--- src/logic/hbg_pkg.sv ---
/*
 * Constants and types shared by the H-bridge gate control and fault logic.
 * Assumes a 10 MHz clk_i, and analog comparators that are already
 * synchronous to it.
 */
// How it works
// - Enable low: outputs off, sleep, flag high
// - Enable high: awake, inputs steer outputs
// - Undriven enable reads low, device sleeps
// - Healthy and enabled: outputs follow polarity inputs
// - First disable high: outputs off, flag low
// - Undervoltage: outputs off, flag low, auto-recover
// - Short or overtemp latches outputs off, flag low
// - Disable fall or enable rise clears short latch
// - Supply power-up clears every latched fault
// - Current limit: outputs off for fixed off-time
// - Above foldback temperature use reduced limit threshold
// - Above shutdown temperature latch overtemperature fault
// - Overtemp clear needs temperature below threshold
// - Fault flag active low, open drain
// - Blanking restarts on output change, masks limit
`default_nettype none
package hbg_pkg;
    localparam int unsigned CLK_HZ = 10_000_000;
    localparam int unsigned OFF_TIME_US = 20;
    localparam int unsigned BLANK_NS = 2_000;
    localparam int unsigned OFF_CYC = OFF_TIME_US * (CLK_HZ / 1_000_000);
    localparam int unsigned BLANK_CYC = (BLANK_NS * (CLK_HZ / 1_000_000) + 999) / 1_000;
    localparam int unsigned CNT_W = 12;
    localparam logic [CNT_W-1:0] OFF_TC = CNT_W'(OFF_CYC - 1);
    localparam logic [CNT_W-1:0] BLANK_TC = CNT_W'(BLANK_CYC - 1);

    typedef enum logic [1:0] {
        HBG_SLEEP = 2'b00,
        HBG_RUN = 2'b01,
        HBG_OFF = 2'b10,
        HBG_LATCH = 2'b11
    } hbg_state_t;
endpackage : hbg_pkg
`default_nettype wire

--- src/logic/hbg_timer.sv ---
/*
 * One-shot down counter: a start pulse loads a terminal count, busy
 * stays high until it runs out. Assumes one clock domain.
 */
`timescale 1ns/1ps
`default_nettype none
module hbg_timer (
    // Clock and reset
    input wire logic clk_i,
    input wire logic nrst_i,
    // Control
    input wire logic start_i,
    input wire logic [hbg_pkg::CNT_W-1:0] tc_i,
    // Status
    output logic busy_o
);
    logic [hbg_pkg::CNT_W-1:0] cnt_ff;
    logic [hbg_pkg::CNT_W-1:0] nxt_cnt;
    logic busy_ff;
    logic nxt_busy;

    always_comb begin
        nxt_cnt = cnt_ff;
        nxt_busy = busy_ff;
        if (start_i) begin
            nxt_cnt = tc_i;
            nxt_busy = 1'b1;
        end else if (busy_ff) begin
            if (cnt_ff == '0) begin
                nxt_busy = 1'b0;
            end else begin
                nxt_cnt = cnt_ff - 1'b1;
            end
        end
    end

    always_ff @(posedge clk_i or negedge nrst_i) begin
        if (!nrst_i) begin
            cnt_ff <= '0;
            busy_ff <= 1'b0;
        end else begin
            cnt_ff <= nxt_cnt;
            busy_ff <= nxt_busy;
        end
    end

    assign busy_o = busy_ff;
endmodule : hbg_timer
`default_nettype wire

--- src/logic/hbg_core.sv ---
/*
 * Gate control and protection logic of an H-bridge: drive decode, sleep,
 * constant off-time current limiting with blanking, fault latches.
 * Assumes all inputs synchronous to clk_i; nrst_i is the power-on reset
 * of the main supply. Undriven pins are resolved here from their oe inputs: enable reads low, disable reads high.
 */
`timescale 1ns/1ps
`default_nettype none
module hbg_core (
    // Clock and reset
    input wire logic clk_i,
    input wire logic nrst_i,
    // Control pins
    input wire logic enable_sleep_input_i,
    input wire logic enable_sleep_input_oe_i,
    input wire logic disable_input_first_i,
    input wire logic disable_input_first_oe_i,
    input wire logic polarity_input_a_i,
    input wire logic polarity_input_b_i,
    // Analog comparators
    input wire logic undervoltage_i,
    input wire logic short_circuit_i,
    input wire logic over_limit_normal_i,
    input wire logic over_limit_reduced_i,
    input wire logic temp_foldback_i,
    input wire logic temp_shutdown_i,
    input wire logic temp_below_hyst_i,
    // Bridge gate drive
    output logic bridge_output_a_o,
    output logic bridge_output_a_oe_o,
    output logic bridge_output_b_o,
    output logic bridge_output_b_oe_o,
    // Fault flag, open drain
    output logic fault_flag_n_o,
    output logic fault_flag_n_oe_o,
    // Status
    output logic sleep_o,
    output logic limit_active_o
);
    logic en_ff;
    logic dis_ff;
    logic sc_latch_ff;
    logic ot_latch_ff;
    logic nxt_sc_latch;
    logic nxt_ot_latch;
    logic out_a_ff;
    logic out_b_ff;
    logic oe_ff;
    logic flag_oe_ff;
    logic sleep_ff;
    logic nxt_out_a;
    logic nxt_out_b;
    logic nxt_oe;
    logic nxt_flag_oe;
    logic en_lvl;
    logic dis_lvl;
    logic en_rise;
    logic dis_fall;
    logic limit_hit;
    logic threshold;
    logic off_busy;
    logic blank_busy;
    logic drive_ok;
    logic out_change;
    logic off_start;

    assign en_lvl = enable_sleep_input_oe_i & enable_sleep_input_i;
    assign dis_lvl = ~disable_input_first_oe_i | disable_input_first_i;

    // Sampled edges, one clear per edge
    always_ff @(posedge clk_i or negedge nrst_i) begin
        if (!nrst_i) begin
            en_ff <= 1'b0;
            dis_ff <= 1'b1;
        end else begin
            en_ff <= en_lvl;
            dis_ff <= dis_lvl;
        end
    end
    assign en_rise = en_lvl & ~en_ff;
    assign dis_fall = ~dis_lvl & dis_ff;

    assign threshold = temp_foldback_i ? over_limit_reduced_i : over_limit_normal_i;
    assign limit_hit = threshold & ~blank_busy & oe_ff;

    // Fault latches; a new detection wins over a clear in the same cycle
    always_comb begin
        nxt_sc_latch = sc_latch_ff;
        nxt_ot_latch = ot_latch_ff;
        if (en_rise || dis_fall) begin
            nxt_sc_latch = 1'b0;
        end
        if ((en_rise && !temp_shutdown_i) || (dis_fall && temp_below_hyst_i)) begin
            nxt_ot_latch = 1'b0;
        end
        if (short_circuit_i && oe_ff) begin
            nxt_sc_latch = 1'b1;
        end
        if (temp_shutdown_i && en_lvl) begin
            nxt_ot_latch = 1'b1;
        end
    end

    always_ff @(posedge clk_i or negedge nrst_i) begin
        if (!nrst_i) begin
            sc_latch_ff <= 1'b0;
            ot_latch_ff <= 1'b0;
        end else begin
            sc_latch_ff <= nxt_sc_latch;
            ot_latch_ff <= nxt_ot_latch;
        end
    end

    assign drive_ok = en_lvl & ~dis_lvl & ~undervoltage_i & ~nxt_sc_latch & ~nxt_ot_latch;
    assign off_start = limit_hit & ~off_busy;

    hbg_timer u_off_timer (
        .clk_i(clk_i),
        .nrst_i(nrst_i),
        .start_i(off_start),
        .tc_i(hbg_pkg::OFF_TC),
        .busy_o(off_busy)
    );

    assign out_change = (nxt_oe != oe_ff) || (nxt_oe && ((nxt_out_a != out_a_ff) ||
                        (nxt_out_b != out_b_ff)));

    hbg_timer u_blank_timer (
        .clk_i(clk_i),
        .nrst_i(nrst_i),
        .start_i(out_change),
        .tc_i(hbg_pkg::BLANK_TC),
        .busy_o(blank_busy)
    );

    always_comb begin
        nxt_out_a = polarity_input_a_i;
        nxt_out_b = polarity_input_b_i;
        nxt_oe = drive_ok & ~off_busy & ~off_start;
        // Flag low on fault, high asleep
        nxt_flag_oe = en_lvl & (dis_lvl | undervoltage_i | nxt_sc_latch | nxt_ot_latch);
    end

    always_ff @(posedge clk_i or negedge nrst_i) begin
        if (!nrst_i) begin
            out_a_ff <= 1'b0;
            out_b_ff <= 1'b0;
            oe_ff <= 1'b0;
            flag_oe_ff <= 1'b0;
            sleep_ff <= 1'b1;
        end else begin
            out_a_ff <= nxt_out_a;
            out_b_ff <= nxt_out_b;
            oe_ff <= nxt_oe;
            flag_oe_ff <= nxt_flag_oe;
            sleep_ff <= ~en_lvl;
        end
    end

    assign bridge_output_a_o = out_a_ff;
    assign bridge_output_b_o = out_b_ff;
    assign bridge_output_a_oe_o = oe_ff;
    assign bridge_output_b_oe_o = oe_ff;
    // Open drain, only ever pulls low
    assign fault_flag_n_o = 1'b0;
    assign fault_flag_n_oe_o = flag_oe_ff;
    assign sleep_o = sleep_ff;
    assign limit_active_o = off_busy;

    // Run length of each timer window, watched by the length checks below
    logic [1:0] tmr_busy;
    assign tmr_busy = {blank_busy, off_busy};
    for (genvar gi = 0; gi < 2; gi++) begin : g_run
        logic [hbg_pkg::CNT_W-1:0] len_ff;
        logic [hbg_pkg::CNT_W-1:0] nxt_len;
        // Saturates, so a long chain of blanking restarts cannot wrap
        always_comb begin
            nxt_len = '0;
            if (tmr_busy[gi]) begin
                nxt_len = (len_ff == '1) ? len_ff : len_ff + 1'b1;
            end
        end
        always_ff @(posedge clk_i or negedge nrst_i) begin
            if (!nrst_i) begin
                len_ff <= '0;
            end else begin
                len_ff <= nxt_len;
            end
        end
    end
endmodule : hbg_core
`default_nettype wire

--- config.mk ---
export PLATFORM = sky130hd
export DESIGN_NAME = hbg_core
export DESIGN_NICKNAME = d
export VERILOG_FILES = /design/src/logic/hbg_pkg.sv /design/src/logic/hbg_timer.sv /design/src/logic/hbg_core.sv
export SDC_FILE = /design/constraint.sdc
export NUM_CORES = 1
export LEC_CHECK = 0
export BUFFER_PORTS_ARGS = -buffer_cell sky130_fd_sc_hd__buf_2
export CAP_MARGIN = 5
export CORE_UTILIZATION = 45
export DETAILED_ROUTE_END_ITERATION = 10
export PLACE_DENSITY = 0.67
export SETUP_SLACK_MARGIN = 0.5
export SLEW_MARGIN = 10
export SYNTH_ARGS = -nofsm -noshare
export SYNTH_HDL_FRONTEND = slang
export SYNTH_SLANG_ARGS = --single-unit
--- constraint.sdc ---
create_clock -name clk_i -period 2.1 [get_ports clk_i]
set_input_delay 0.21 -clock clk_i [delete_from_list [all_inputs] [get_ports clk_i]]
set_output_delay 0.21 -clock clk_i [all_outputs]
set_load 0.02 [all_outputs]
==> summary.md, run 1 <==
| Metric | Value |
|---|---|
| Outcome | `finished with violations` |
| Failing checks | `negative hold slack` |
| DR pass1 iterations | `4` |
| Largest regs | `u_blank_timer.cnt_ff (12), u_off_timer.cnt_ff (12)` |
| Detailed placement HPWL | `2890 um` |
| Residual DRC | `0` |
| Num ports | `23` |
| Routability cong. | `0.819` |
| Slew HR | `46.8%` |
| Hold WS | `-9.59 ps` |
| IO buf count | `21` |
| CP startpoint | `u_off_timer.cnt_ff[5]` |
| Syn avg cell area | `10.2 um^2` |
| Synth top area share | `44.1%` |
| Initial antenna violation count | `0` |
| Final core occ | `64.1%` |
| Die H | `66.5 um` |
| Layout area overhead | `37.0%` |
| Cell with the most instances after synthesis | `dfrtp_1` |
| Area of the multi-input gates | `1150 um^2` |
| Nets | `244` |
| Post-synth EDFFs | `0` |
| Inst Count DP | `250` |
| Fin Clk Skew | `11.0 ps` |
| H-tree depth | `2` |
| Max Cap Viol | `0` |
| Largest net degree at the start of global routing | `36` |
| Final Cycle Share | `95.4%` |
| Final Hold Viols | `12` |
| Count of cell types in the netlist | `54` |
| CTS Root Cell | `clkbuf_8` |
| Flop and latch count out of synthesis | `35` |
| Syn Nets | `200` |
| Final worst slack | `95.9 ps` |
| Worst-margin pin slew | `799 ps` |
| CP startpoint kind | `flip-flop` |
| Final slew viol count | `0` |
| GRT Util Overall | `22.6%` |
| Maximum VDD drop | `312 uV` |
| Critical Path Fanout Max | `4` |
| Clock Latency Late Sink | `300 ps` |
| Core Region | `4000 um^2` |
| Max frequency | `499 MHz` |
| Seq/Total Area, Yosys | `47.0%` |
| Grt ovf | `0` |
| First-pass GRT wire length | `7220 um` |
| Fillers | `298` |
| Power Dens Cells | `720 nW/um^2` |
| Most instantiated cells after synthesis | `33 x dfrtp_1, 15 x a21oi_1, 9 x inv_1, 9 x nor2_1` |
| Post-Layout Cell Count | `278` |
| Asr flop ratio synth | `100%` |
| Largest area contributor in the netlist | `dfrtp_1` |
| Worst hold path type | `input port to async pin` |
| CTS tree | `yes` |
| Ys Warns | `0` |
| Setup tns final | `0 ps` |
| N_diodes | `0` |
| Initial Utilization | `46.8%` |
| Share of cells above drive strength 1 | `46.1%` |
| Routed WL per cell | `17.0 um` |
| Critical path arrival | `2230 ps` |
| Ys flop type | `dfrtp_1` |
| Post-place setup slack | `97.2 ps` |
| Crit path kind | `flip-flop to flip-flop` |
| Reg-to-reg startpoint | `u_off_timer.cnt_ff[5]` |
| Die width | `66.5 um` |
| Avg Vias per Cell | `5.95` |
| Placed Area | `2110 um^2` |
| Post-DRT Antenna Nets | `0` |
| Endpoint class of the critical path | `flip-flop` |
| Vias in the first global route | `1579` |
| Post-route cell area | `2560 um^2` |
| Clock Pin Slew Worst Setup and Hold Paths | `80 ps` |
| Post-Synthesis Cell Area | `1870 um^2` |
| Worst EP required | `2330 ps` |
| CTS Hold Bufs | `0` |
| Routed via count | `1654` |
| # rows | `23` |
| Static Leak | `1.12 nW` |
| Syn Inst Count | `183` |
| Routed wire length | `4740 um` |
| First DRT Iteration DRCs | `94` |
| RSZ-0062 raised after global routing | `true` |
| Synth top area cells | `dfrtp_1 44%, a21oi_1 4.0%, dfstp_2 2.8%, xnor2_1 2.8%, mux2i_1 2.7%` |
| # setup viols final | `0` |
| Number of clock sinks | `35` |
| Sequential cell area | `882 um^2` |
| Crit path time final | `2000 ps` |
| Max clock buf depth | `2` |
| Num CTS Buffers | `5` |
| DIE AREA | `4420 um^2` |
logic make-up (layout without fill, tap and decap cells):
logic type	count (synthesis)	count (layout)	share of synthesized area, %
simple gates	66	67	21.8
compound gates	47	47	18.7
xor+xnor	7	7	3.28
flops	35	35	47.0
mux	6	6	3.28
buf+inv	19	63	4.48
fa+ha+maj	2	2	1.34
other cells	1	1	0.200
metal layers:
| layer | GRT usage, % | share of wire, % | vias to the layer above |
|---|---|---|---|
| met2 | 38.8 | 51 | 53 |
| met3 | 4.11 | 4.2 | 18 |
| met1 | 26.3 | 42 | 806 |
| met5 | 0 | 0 | - |
| met4 | 13.0 | 3.1 | 0 |
| li1 | - | - | 777 |
report_power, final:
part | internal, mW | switching (mW)
registers | 0.763 | 0.0867
clock network | 0.357 | 0.274
logic | 0.178 | 0.185
total | 1.30 | 0.546
final timing paths:
kind	cells after the start	end	slack (ps)
max in group asynchronous	1	u_off_timer.cnt_ff[3]	1550
min	1	ot_latch_ff	-10
max reg2reg	4	u_off_timer.cnt_ff[9]	100
max	4	u_off_timer.cnt_ff[9]	100
min reg2reg	1	ot_latch_ff	540
min in group clk_i	1	bridge_output_a_o	40
repair_timing:
action / 4_1_cts / 5_1_grt
pin swaps: 5 / 12
endpoints found under the setup margin: 23 / 26
buffers inserted: 10 / 9
gates cloned: 0 / 1
gates resized for setup: 15 / 26
layout make-up:
type | instances | share of cell area [%]
clock buffer | 5 | 2.69
clock inverter | 3 | 1.81
inverter | 9 | 1.42
multi-input combinational | 130 | 45.1
sequential | 35 | 34.4
tap | 50 | 2.44
timing repair buffer | 46 | 12.2
per-stage QoR:
stage	total power [mW]	hold slack, ps
global route	1.94	34.4
finish	1.84	-9.59
floorplan	1.09	-85.6
detailed placement	1.16	337
global placement	1.13	313
CTS	1.84	7.33
worst max-delay path, cell delays in order, from the launching register on:
cell and delay, ps:
dfrtp_1 390, or4_4 540, or3_4 420, or4_4 420, a21oi_2 160
layout by cell type, fill, tap and decap left out, types with 2 or more instances in the layout:
cell type	instances
dfrtp_1	30
nand2b_1	2
clkbuf_8	5
nand4_1	2
xnor2_1	5
nor2_1	8
and3_1	3
or3_1	4
inv_1	7
nor3_4	2
o21ai_0	6
a21oi_2	3
a21oi_1	12
a21bo_2	2
dfstp_2	2
nor2b_1	3
buf_6	5
o31ai_1	2
a22oi_1	3
nor4_1	2
nand3_2	2
buf_2	21
a31o_2	2
nand2_1	7
or4b_4	2
mux2i_1	5
or4_4	7
or3_4	3
buf_4	20
nand3b_1	5
dfrtp_2	3
a21o_1	2
nor4_4	5
Note: power is estimated with default switching activity, not from simulation.
==> inputs of run 2 (changes only) <==
PLACE_DENSITY = 0.66   (was 0.67)
SYNTH_HIERARCHICAL = 1   (was default)
==> run 2 against run 1 <==
The flow now finishes without violations. Core utilization is 1.4 points higher. Cell count is 25% higher. Design area rose by 13%. Maximum frequency shrank 1.8%. Combinational power increased to 2.8 times the previous value. Hold slack gained 26 ps. Non-clock buffer count grew 9. Count of clock-buffer cells in the layout is 1 higher. Routed wire length shrank 2.3%. Area after synthesis up 12%. First-iteration DRC count decreased by 16%. Clock power shrank 1%. Largest power group unchanged. Highest routed layer unchanged.
==> summary.md, run 2 <==
| Metric | Value |
|---|---|
| Outcome | `finished clean (was finished with violations)` |
| Setup tns final | `0 ps (unchanged)` |
| Proportion of synthesized area in mux cells | `4.18% (was 3.28%)` |
| Crit path kind | `flip-flop to flip-flop (unchanged)` |
| Vias in the first global route | `1728 (was 1579)` |
| Detailed placement HPWL | `2900 um (was 2890 um)` |
| Number of clock sinks | `35 (unchanged)` |
| Leading cell types in the layout, fill and taps excluded | `30 x nand2_1, 30 x dfrtp_1, 30 x buf_4 (was 30 x dfrtp_1, 21 x buf_2, 20 x buf_4)` |
| Grt ovf | `0 (unchanged)` |
| Post-Synthesis Cell Area | `2090 um^2 (was 1870 um^2)` |
| Synth top area cells | `dfrtp_1 39%, nand2_1 5.9%, xnor2_1 3.3%, o21ai_0 2.9%, dfstp_2 2.5% (was dfrtp_1 44%, a21oi_1 4.0%, dfstp_2 2.8%, xnor2_1 2.8%, mux2i_1 2.7%)` |
| First DRT Iteration DRCs | `79 (was 94)` |
| Flop and latch count out of synthesis | `35 (unchanged)` |
| Most instantiated cells after synthesis | `33 x dfrtp_1, 33 x nand2_1, 12 x o21ai_0 (was 33 x dfrtp_1, 15 x a21oi_1, 9 x inv_1, 9 x nor2_1)` |
| Syn avg cell area | `9.74 um^2 (was 10.2 um^2)` |
| CTS Root Cell | `clkbuf_8 (unchanged)` |
| Post-route cell area | `2890 um^2 (was 2560 um^2)` |
| Clock Pin Slew Worst Setup and Hold Paths | `70 ps (was 80 ps)` |
| IO buf count | `21 (unchanged)` |
| GRT Util Overall | `19.2% (was 22.6%)` |
| Die width | `70.2 um (was 66.5 um)` |
| H-tree depth | `2 (unchanged)` |
| Power Dens Cells | `954 nW/um^2 (was 720 nW/um^2)` |
| Avg Vias per Cell | `5.27 (was 5.95)` |
| Xor/xnor share of the synthesized area | `4.18% (was 3.28%)` |
| Switching share of power | `35.1% (was 29.6%)` |
| Residual DRC | `0 (unchanged)` |
| Worst hold path type | `input port to async pin (unchanged)` |
| Slew HR | `46.8% (about the same)` |
| N_diodes | `0 (unchanged)` |
| Largest family of logic cells by synthesized area | `simple AND/OR/NAND/NOR gates (unchanged)` |
| Routed WL per cell | `13.3 um (was 17.0 um)` |
| Die H | `70.2 um (was 66.5 um)` |
| Maximum VDD drop | `353 uV (was 312 uV)` |
| CTS tree | `yes (unchanged)` |
| RSZ-0062 raised after global routing | `true (unchanged)` |
| DR pass1 iterations | `4 (unchanged)` |
| Final slew viol count | `0 (unchanged)` |
| Max clock buf depth | `2 (unchanged)` |
| Gate power share | `37.6% (was 19.7%)` |
| # setup viols final | `0 (unchanged)` |
| Max frequency | `490 MHz (was 499 MHz)` |
| Sequential power share | `39.8% (was 46.1%)` |
| Synth top area share | `39.4% (was 44.1%)` |
| Ys Warns | `6 (was 0)` |
| Ys flop type | `dfrtp_1 (unchanged)` |
| Layout area overhead | `37.9% (was 37.0%)` |
| Routed via count | `1827 (was 1654)` |
| Share of cells above drive strength 1 | `37.6% (was 46.1%)` |
| Nets | `313 (was 244)` |
| Fillers | `345 (was 298)` |
| Endpoint class of the critical path | `flip-flop (unchanged)` |
| Adder-cell share of the synthesized area | `2.39% (was 1.34%)` |
| Clock Latency Late Sink | `280 ps (was 300 ps)` |
| Routed wire length | `4630 um (was 4740 um)` |
| Final Cycle Share | `97.2% (was 95.4%)` |
| Fin Clk Skew | `4.79 ps (was 11.0 ps)` |
| Final Hold Viols | `0 (was 12)` |
| Cell internal pwr | `1.79 mW (was 1.30 mW)` |
| Core Region | `4410 um^2 (was 4000 um^2)` |
| Post-synth EDFFs | `0 (unchanged)` |
| Num ports | `23 (unchanged)` |
| Asr flop ratio synth | `100% (unchanged)` |
| Max Cap Viol | `0 (unchanged)` |
| Post-synthesis compound-gate area fraction | `13.8% (was 18.7%)` |
| CP startpoint kind | `flip-flop (unchanged)` |
| Largest area contributor in the netlist | `dfrtp_1 (unchanged)` |
| Post-synthesis simple-gate area fraction | `28.8% (was 21.8%)` |
| Placed Area | `2430 um^2 (was 2110 um^2)` |
| Final core occ | `65.4% (was 64.1%)` |
| Largest net degree at the start of global routing | `36 (unchanged)` |
| Critical Path Fanout Max | `6 (was 4)` |
| CTS Hold Bufs | `0 (unchanged)` |
| Post-DRT Antenna Nets | `0 (unchanged)` |
| Worst-margin pin slew | `797 ps (was 799 ps)` |
| Count of cell types in the netlist | `45 (was 54)` |
| First-pass GRT wire length | `7550 um (was 7220 um)` |
| DIE AREA | `4930 um^2 (was 4420 um^2)` |
| Largest regs | `u_blank_timer/cnt_ff (12), u_off_timer/cnt_ff (12) (was u_blank_timer.cnt_ff (12), u_off_timer.cnt_ff (12))` |
| Initial Utilization | `47.4% (was 46.8%)` |
| Num CTS Buffers | `5 (unchanged)` |
| Initial antenna violation count | `0 (unchanged)` |
| Static Leak | `1.30 nW (was 1.12 nW)` |
| Clock power frac | `22.7% (was 34.2%)` |
| Worst EP required | `2260 ps (was 2330 ps)` |
| # rows | `24 (was 23)` |
| Crit path time final | `2040 ps (was 2000 ps)` |
| Syn Inst Count | `215 (was 183)` |
| Routability cong. | `0.850 (was 0.819)` |
| Critical path arrival | `2200 ps (was 2230 ps)` |
| Sw Pwr | `0.966 mW (was 0.546 mW)` |
| Seq/Total Area, Yosys | `41.9% (was 47.0%)` |
[run 2: cell types whose count changed in the layout (fill, tap and decap cells not counted), sizes merged, moves of 5 or more]
cell / previous run / this run
buf: 46 / 55
o21ai: 7 / 12
a21oi: 15 / 3
nor3: 3 / 8
or3: 7 / 2
a31oi: 1 / 8
conb: 1 / 25
nand2: 7 / 33
[run 2: logic make-up after synthesis]
| group | count (synthesis) |
|---|---|
| AND/OR/NAND/NOR | 98 |
| AO/OA/AOI/OAI | 41 |
| flip-flops | 35 |
| buffers and inverters | 17 |
| XOR/XNOR | 10 |
| multiplexers | 8 |
| adder cells (fa/ha/maj) | 4 |
| other | 2 |
[run 2: worst paths after layout]
path | start | end | slack [ps] | cells past startpoint
max reg2reg | bridge_output_a_oe_o | u_blank_timer/cnt_ff[1] | 60 | 6
min | nrst_i | fault_flag_n_oe_o | 20 | 1
min in group clk_i | polarity_input_b_i | bridge_output_b_o | 60 | 1
max in group asynchronous | nrst_i | bridge_output_a_oe_o | 1530 | 1
max | bridge_output_a_oe_o | u_blank_timer/cnt_ff[1] | 60 | 6
min reg2reg | sc_latch_ff | sc_latch_ff | 560 | 1
[run 2: area by class of cell]
class | count | area [um^2] | area share (%)
multi-input combinational | 186 | 1410 | 48.7
inverter | 11 | 41.3 | 1.43
tap | 52 | 65.1 | 2.25
clock inverter | 2 | 35.0 | 1.21
sequential | 35 | 882 | 30.5
clock buffer | 6 | 82.6 | 2.86
timing repair buffer | 55 | 375 | 13.0
[run 2: worst max-delay path, cell delays in order (launching register included)]
cell and delay, ps:
dfrtp_2 400, a211o_1 260, a311oi_2 220, and4bb_4 280, mux2_4 340, inv_2 90
mux2_2 330
[run 2: per-stage QoR]
stage	hold slack [ps]	power (mW)	std cells	worst slack, ps
floorplan	-85.6	1.59	238	18.0
global placement	333	1.79	317	45.7
detailed placement	349	1.81	317	-2.11
CTS	50.1	2.63	336	63.7
global route	48.4	2.93	347	-42.6
finish	16.7	2.75	347	58.4
[run 2: layer usage]
metal / up-vias / wire length [um] / GRT usage, %
li1: 918 / - / -
met2: 46 / 2200 / 31.3
met3: 4 / 185 / 3.32
met4: 0 / 42 / 8.00
met1: 859 / 2200 / 25.2
met5: - / 0 / 0
[run 2: timing repair]
item | in CTS | in global routing
pin swaps | 14 | 14
setup buffers | 11 | 11
setup endpoints to repair | 25 | 25
resized for setup | 27 | 16
endpoints found under the hold margin | 0 | 0
[run 2: power by group through the flow]
stage                     sequential [mW]  clock (mW)  combinational, mW
after floorplan                      1.06           0              0.537
after global placement               1.09           0              0.700
after detailed placement             1.09           0              0.714
after CTS                            1.08       0.644              0.897
after global routing                 1.13       0.669               1.13
final                                1.10       0.624               1.03
==> inputs of run 3 (changes only) <==
GPL_TIMING_DRIVEN = 0   (was default)
PLACE_DENSITY = 0.67   (was 0.66)
==> run 3 against run 2 <==
The flow now finishes with violations (negative setup slack). Critical path depth rose by 2. Largest cell class unchanged. Clock power decreased by 20%. Total power is 3.0% lower. Clock skew rose by 2.6 ps. Highest routed layer unchanged. Critical path type unchanged.
==> summary.md, run 3 (same netlist as run 2, synthesis figures left out) <==
| Metric | Value |
|---|---|
| Cell internal pwr | `1.68 mW (was 1.79 mW)` |
| Initial Utilization | `47.4% (unchanged)` |
| Switching share of power | `37.0% (was 35.1%)` |
| Sequential power share | `41.5% (was 39.8%)` |
| GRT Max-Usage Layer | `met2 (unchanged)` |
| Static Leak | `1.31 nW (was 1.30 nW)` |
| Worst-margin pin slew | `773 ps (was 797 ps)` |
| Clock Latency Late Sink | `280 ps (about the same)` |
| Critical path arrival | `2360 ps (was 2200 ps)` |
| RSZ-0062 raised after global routing | `true (unchanged)` |
| Outcome | `finished with violations (was finished clean)` |
| Post-DRT Antenna Nets | `0 (unchanged)` |
| Residual DRC | `0 (unchanged)` |
| First-pass GRT wire length | `8330 um (was 7550 um)` |
| Vias in the first global route | `1837 (was 1728)` |
| Routed via count | `1893 (was 1827)` |
| Final worst slack | `-33.8 ps (was 58.4 ps)` |
| DR pass1 iterations | `4 (unchanged)` |
| Number of clock sinks | `35 (unchanged)` |
| Max frequency | `469 MHz (was 490 MHz)` |
| Power Dens Cells | `908 nW/um^2 (was 954 nW/um^2)` |
| Sw Pwr | `0.988 mW (was 0.966 mW)` |
| Met1 Resource Use GR | `28.1% (was 25.2%)` |
| Largest regs | `u_blank_timer/cnt_ff (12), u_off_timer/cnt_ff (12) (unchanged)` |
| Detailed placement HPWL | `3050 um (was 2900 um)` |
| Avg Vias per Cell | `5.41 (was 5.27)` |
| Largest net degree at the start of global routing | `36 (unchanged)` |
| Max Cap Viol | `0 (unchanged)` |
| Slew HR | `48.4% (was 46.8%)` |
| Routed wire length | `5150 um (was 4630 um)` |
| Worst EP required | `2320 ps (was 2260 ps)` |
| # setup viols final | `4 (was 0)` |
| Maximum VDD drop | `506 uV (was 353 uV)` |
| GRT Util Overall | `21.1% (was 19.2%)` |
| Die width | `70.2 um (unchanged)` |
| CTS tree | `yes (unchanged)` |
| Critical Path Fanout Max | `10 (was 6)` |
| Num ports | `23 (unchanged)` |
| Commonest non-fill, non-tap cell in the layout | `nand2_1` |
| Crit path kind | `flip-flop to flip-flop (unchanged)` |
| Met3 GRT Util | `3.46% (was 3.32%)` |
| Leading cell types in the layout, fill and taps excluded | `30 x nand2_1, 28 x buf_4, 28 x dfrtp_1 (was 30 x nand2_1, 30 x dfrtp_1, 30 x buf_4)` |
| Worst hold path type | `input port to async pin (unchanged)` |
| Initial antenna violation count | `0 (unchanged)` |
| Final core occ | `66.7% (was 65.4%)` |
| Fillers | `333 (was 345)` |
| DIE AREA | `4930 um^2 (unchanged)` |
| Final slew viol count | `0 (unchanged)` |
| Clock power frac | `18.6% (was 22.7%)` |
| Routability cong. | `0.768 (was 0.850)` |
| Final Hold Viols | `0 (unchanged)` |
| Failing checks | `negative setup slack` |
| Crit path time final | `2130 ps (was 2040 ps)` |
| Grt ovf | `0 (unchanged)` |
| Die H | `70.2 um (unchanged)` |
| Core Region | `4410 um^2 (unchanged)` |
| Clock Pin Slew Worst Setup and Hold Paths | `70 ps (about the same)` |
| # rows | `24 (unchanged)` |
| M2 GR Usage | `34.3% (was 31.3%)` |
| Hold WS | `1.51 ps (was 16.7 ps)` |
| Max clock buf depth | `2 (unchanged)` |
| CTS Hold Bufs | `0 (unchanged)` |
| Nets | `316 (was 313)` |
| N_diodes | `0 (unchanged)` |
| Routed WL per cell | `14.7 um (was 13.3 um)` |
| Final Cycle Share | `102% (was 97.2%)` |
| Share of cells above drive strength 1 | `39.6% (was 37.6%)` |
| First DRT Iteration DRCs | `90 (was 79)` |
| Gate power share | `39.8% (was 37.6%)` |
| Num CTS Buffers | `5 (unchanged)` |
| Layout area overhead | `40.5% (was 37.9%)` |
| Endpoint class of the critical path | `flip-flop (unchanged)` |
| CTS Root Cell | `clkbuf_8 (unchanged)` |
| Fin Clk Skew | `7.37 ps (was 4.79 ps)` |
| CP startpoint kind | `flip-flop (unchanged)` |
| H-tree depth | `2 (unchanged)` |
| IO buf count | `21 (unchanged)` |
[run 3: changes by cell type in the layout (fill, tap and decap cells not counted), moves of 2 or more]
cell / before / now
o21ai_0: 3 / 1
buf_4: 30 / 28
dfrtp_2: 3 / 5
dfrtp_1: 30 / 28
[run 3: timing repair]
item                       4_1_cts  5_1_grt
setup endpoints to repair       25       26
buffers inserted                17       14
pin swaps                       20       19
resized for setup               38       17
[run 3: layer usage]
metal  wire length [um]  share of wire, %
met1               2350                46
met2               2420                47
met3                258               5.0
met4                109               2.1
met5                  0                 0
[run 3: final timing paths]
check | startpoint | endpoint | slack (ps) | cells after the start
setup / recovery | en_ff | u_blank_timer/cnt_ff[4] | -30 | 8
hold / removal | nrst_i | en_ff | 2 | 1
setup reg to reg | en_ff | u_blank_timer/cnt_ff[4] | -30 | 8
hold reg to reg | sc_latch_ff | sc_latch_ff | 560 | 1
max in group asynchronous | nrst_i | u_off_timer/cnt_ff[2] | 1550 | 1
min in group clk_i | polarity_input_a_i | bridge_output_a_o | 60 | 1
[run 3: power by group through the flow]
| stage | registers (mW) | clock network, mW | logic, mW |
|---|---|---|---|
| floorplan | 1.06 | 0 | 0.537 |
| global placement | 1.10 | 0 | 0.649 |
| detailed placement | 1.11 | 0 | 0.676 |
| CTS | 1.10 | 0.512 | 0.897 |
| global route | 1.13 | 0.549 | 1.17 |
| finish | 1.11 | 0.498 | 1.06 |
[run 3: area by class of cell]
type                            instances  area (um^2)  share of cell area (%)
Multi-Input combinational cell        186         1430                    48.5
Sequential cell                        35          885                    30.1
Timing Repair Buffer                   52          357                    12.1
Clock buffer                            7         86.3                    2.93
Buffer                                  6         73.8                    2.51
Tap cell                               52         65.1                    2.21
Inverter                               11         43.8                    1.49
Clock inverter                          1         5.00                   0.170
[run 3: worst max-delay path: stages (launching register included)]
cell	delay, ps
dfrtp_1	360
nand3b_1	220
a311oi_2	350
and4bb_4	290
mux2_4	350
clkbuf_16	180
nor4_4	200
nand2_1	70
nand3_1	60
[run 3: stage by stage]
step	worst slack (ps)	setup TNS [ps]	std cells	total power, mW	area [um^2]
2_1_floorplan	18.0	0	238	1.59	2230
3_3_place_gp	-102	-685	311	1.75	2400
3_5_place_dp	-114	-859	311	1.78	2400
4_1_cts	-72.4	-453	336	2.50	2790
5_1_grt	-141	-903	350	2.85	2940
6_report	-33.8	-76.0	350	2.67	2940
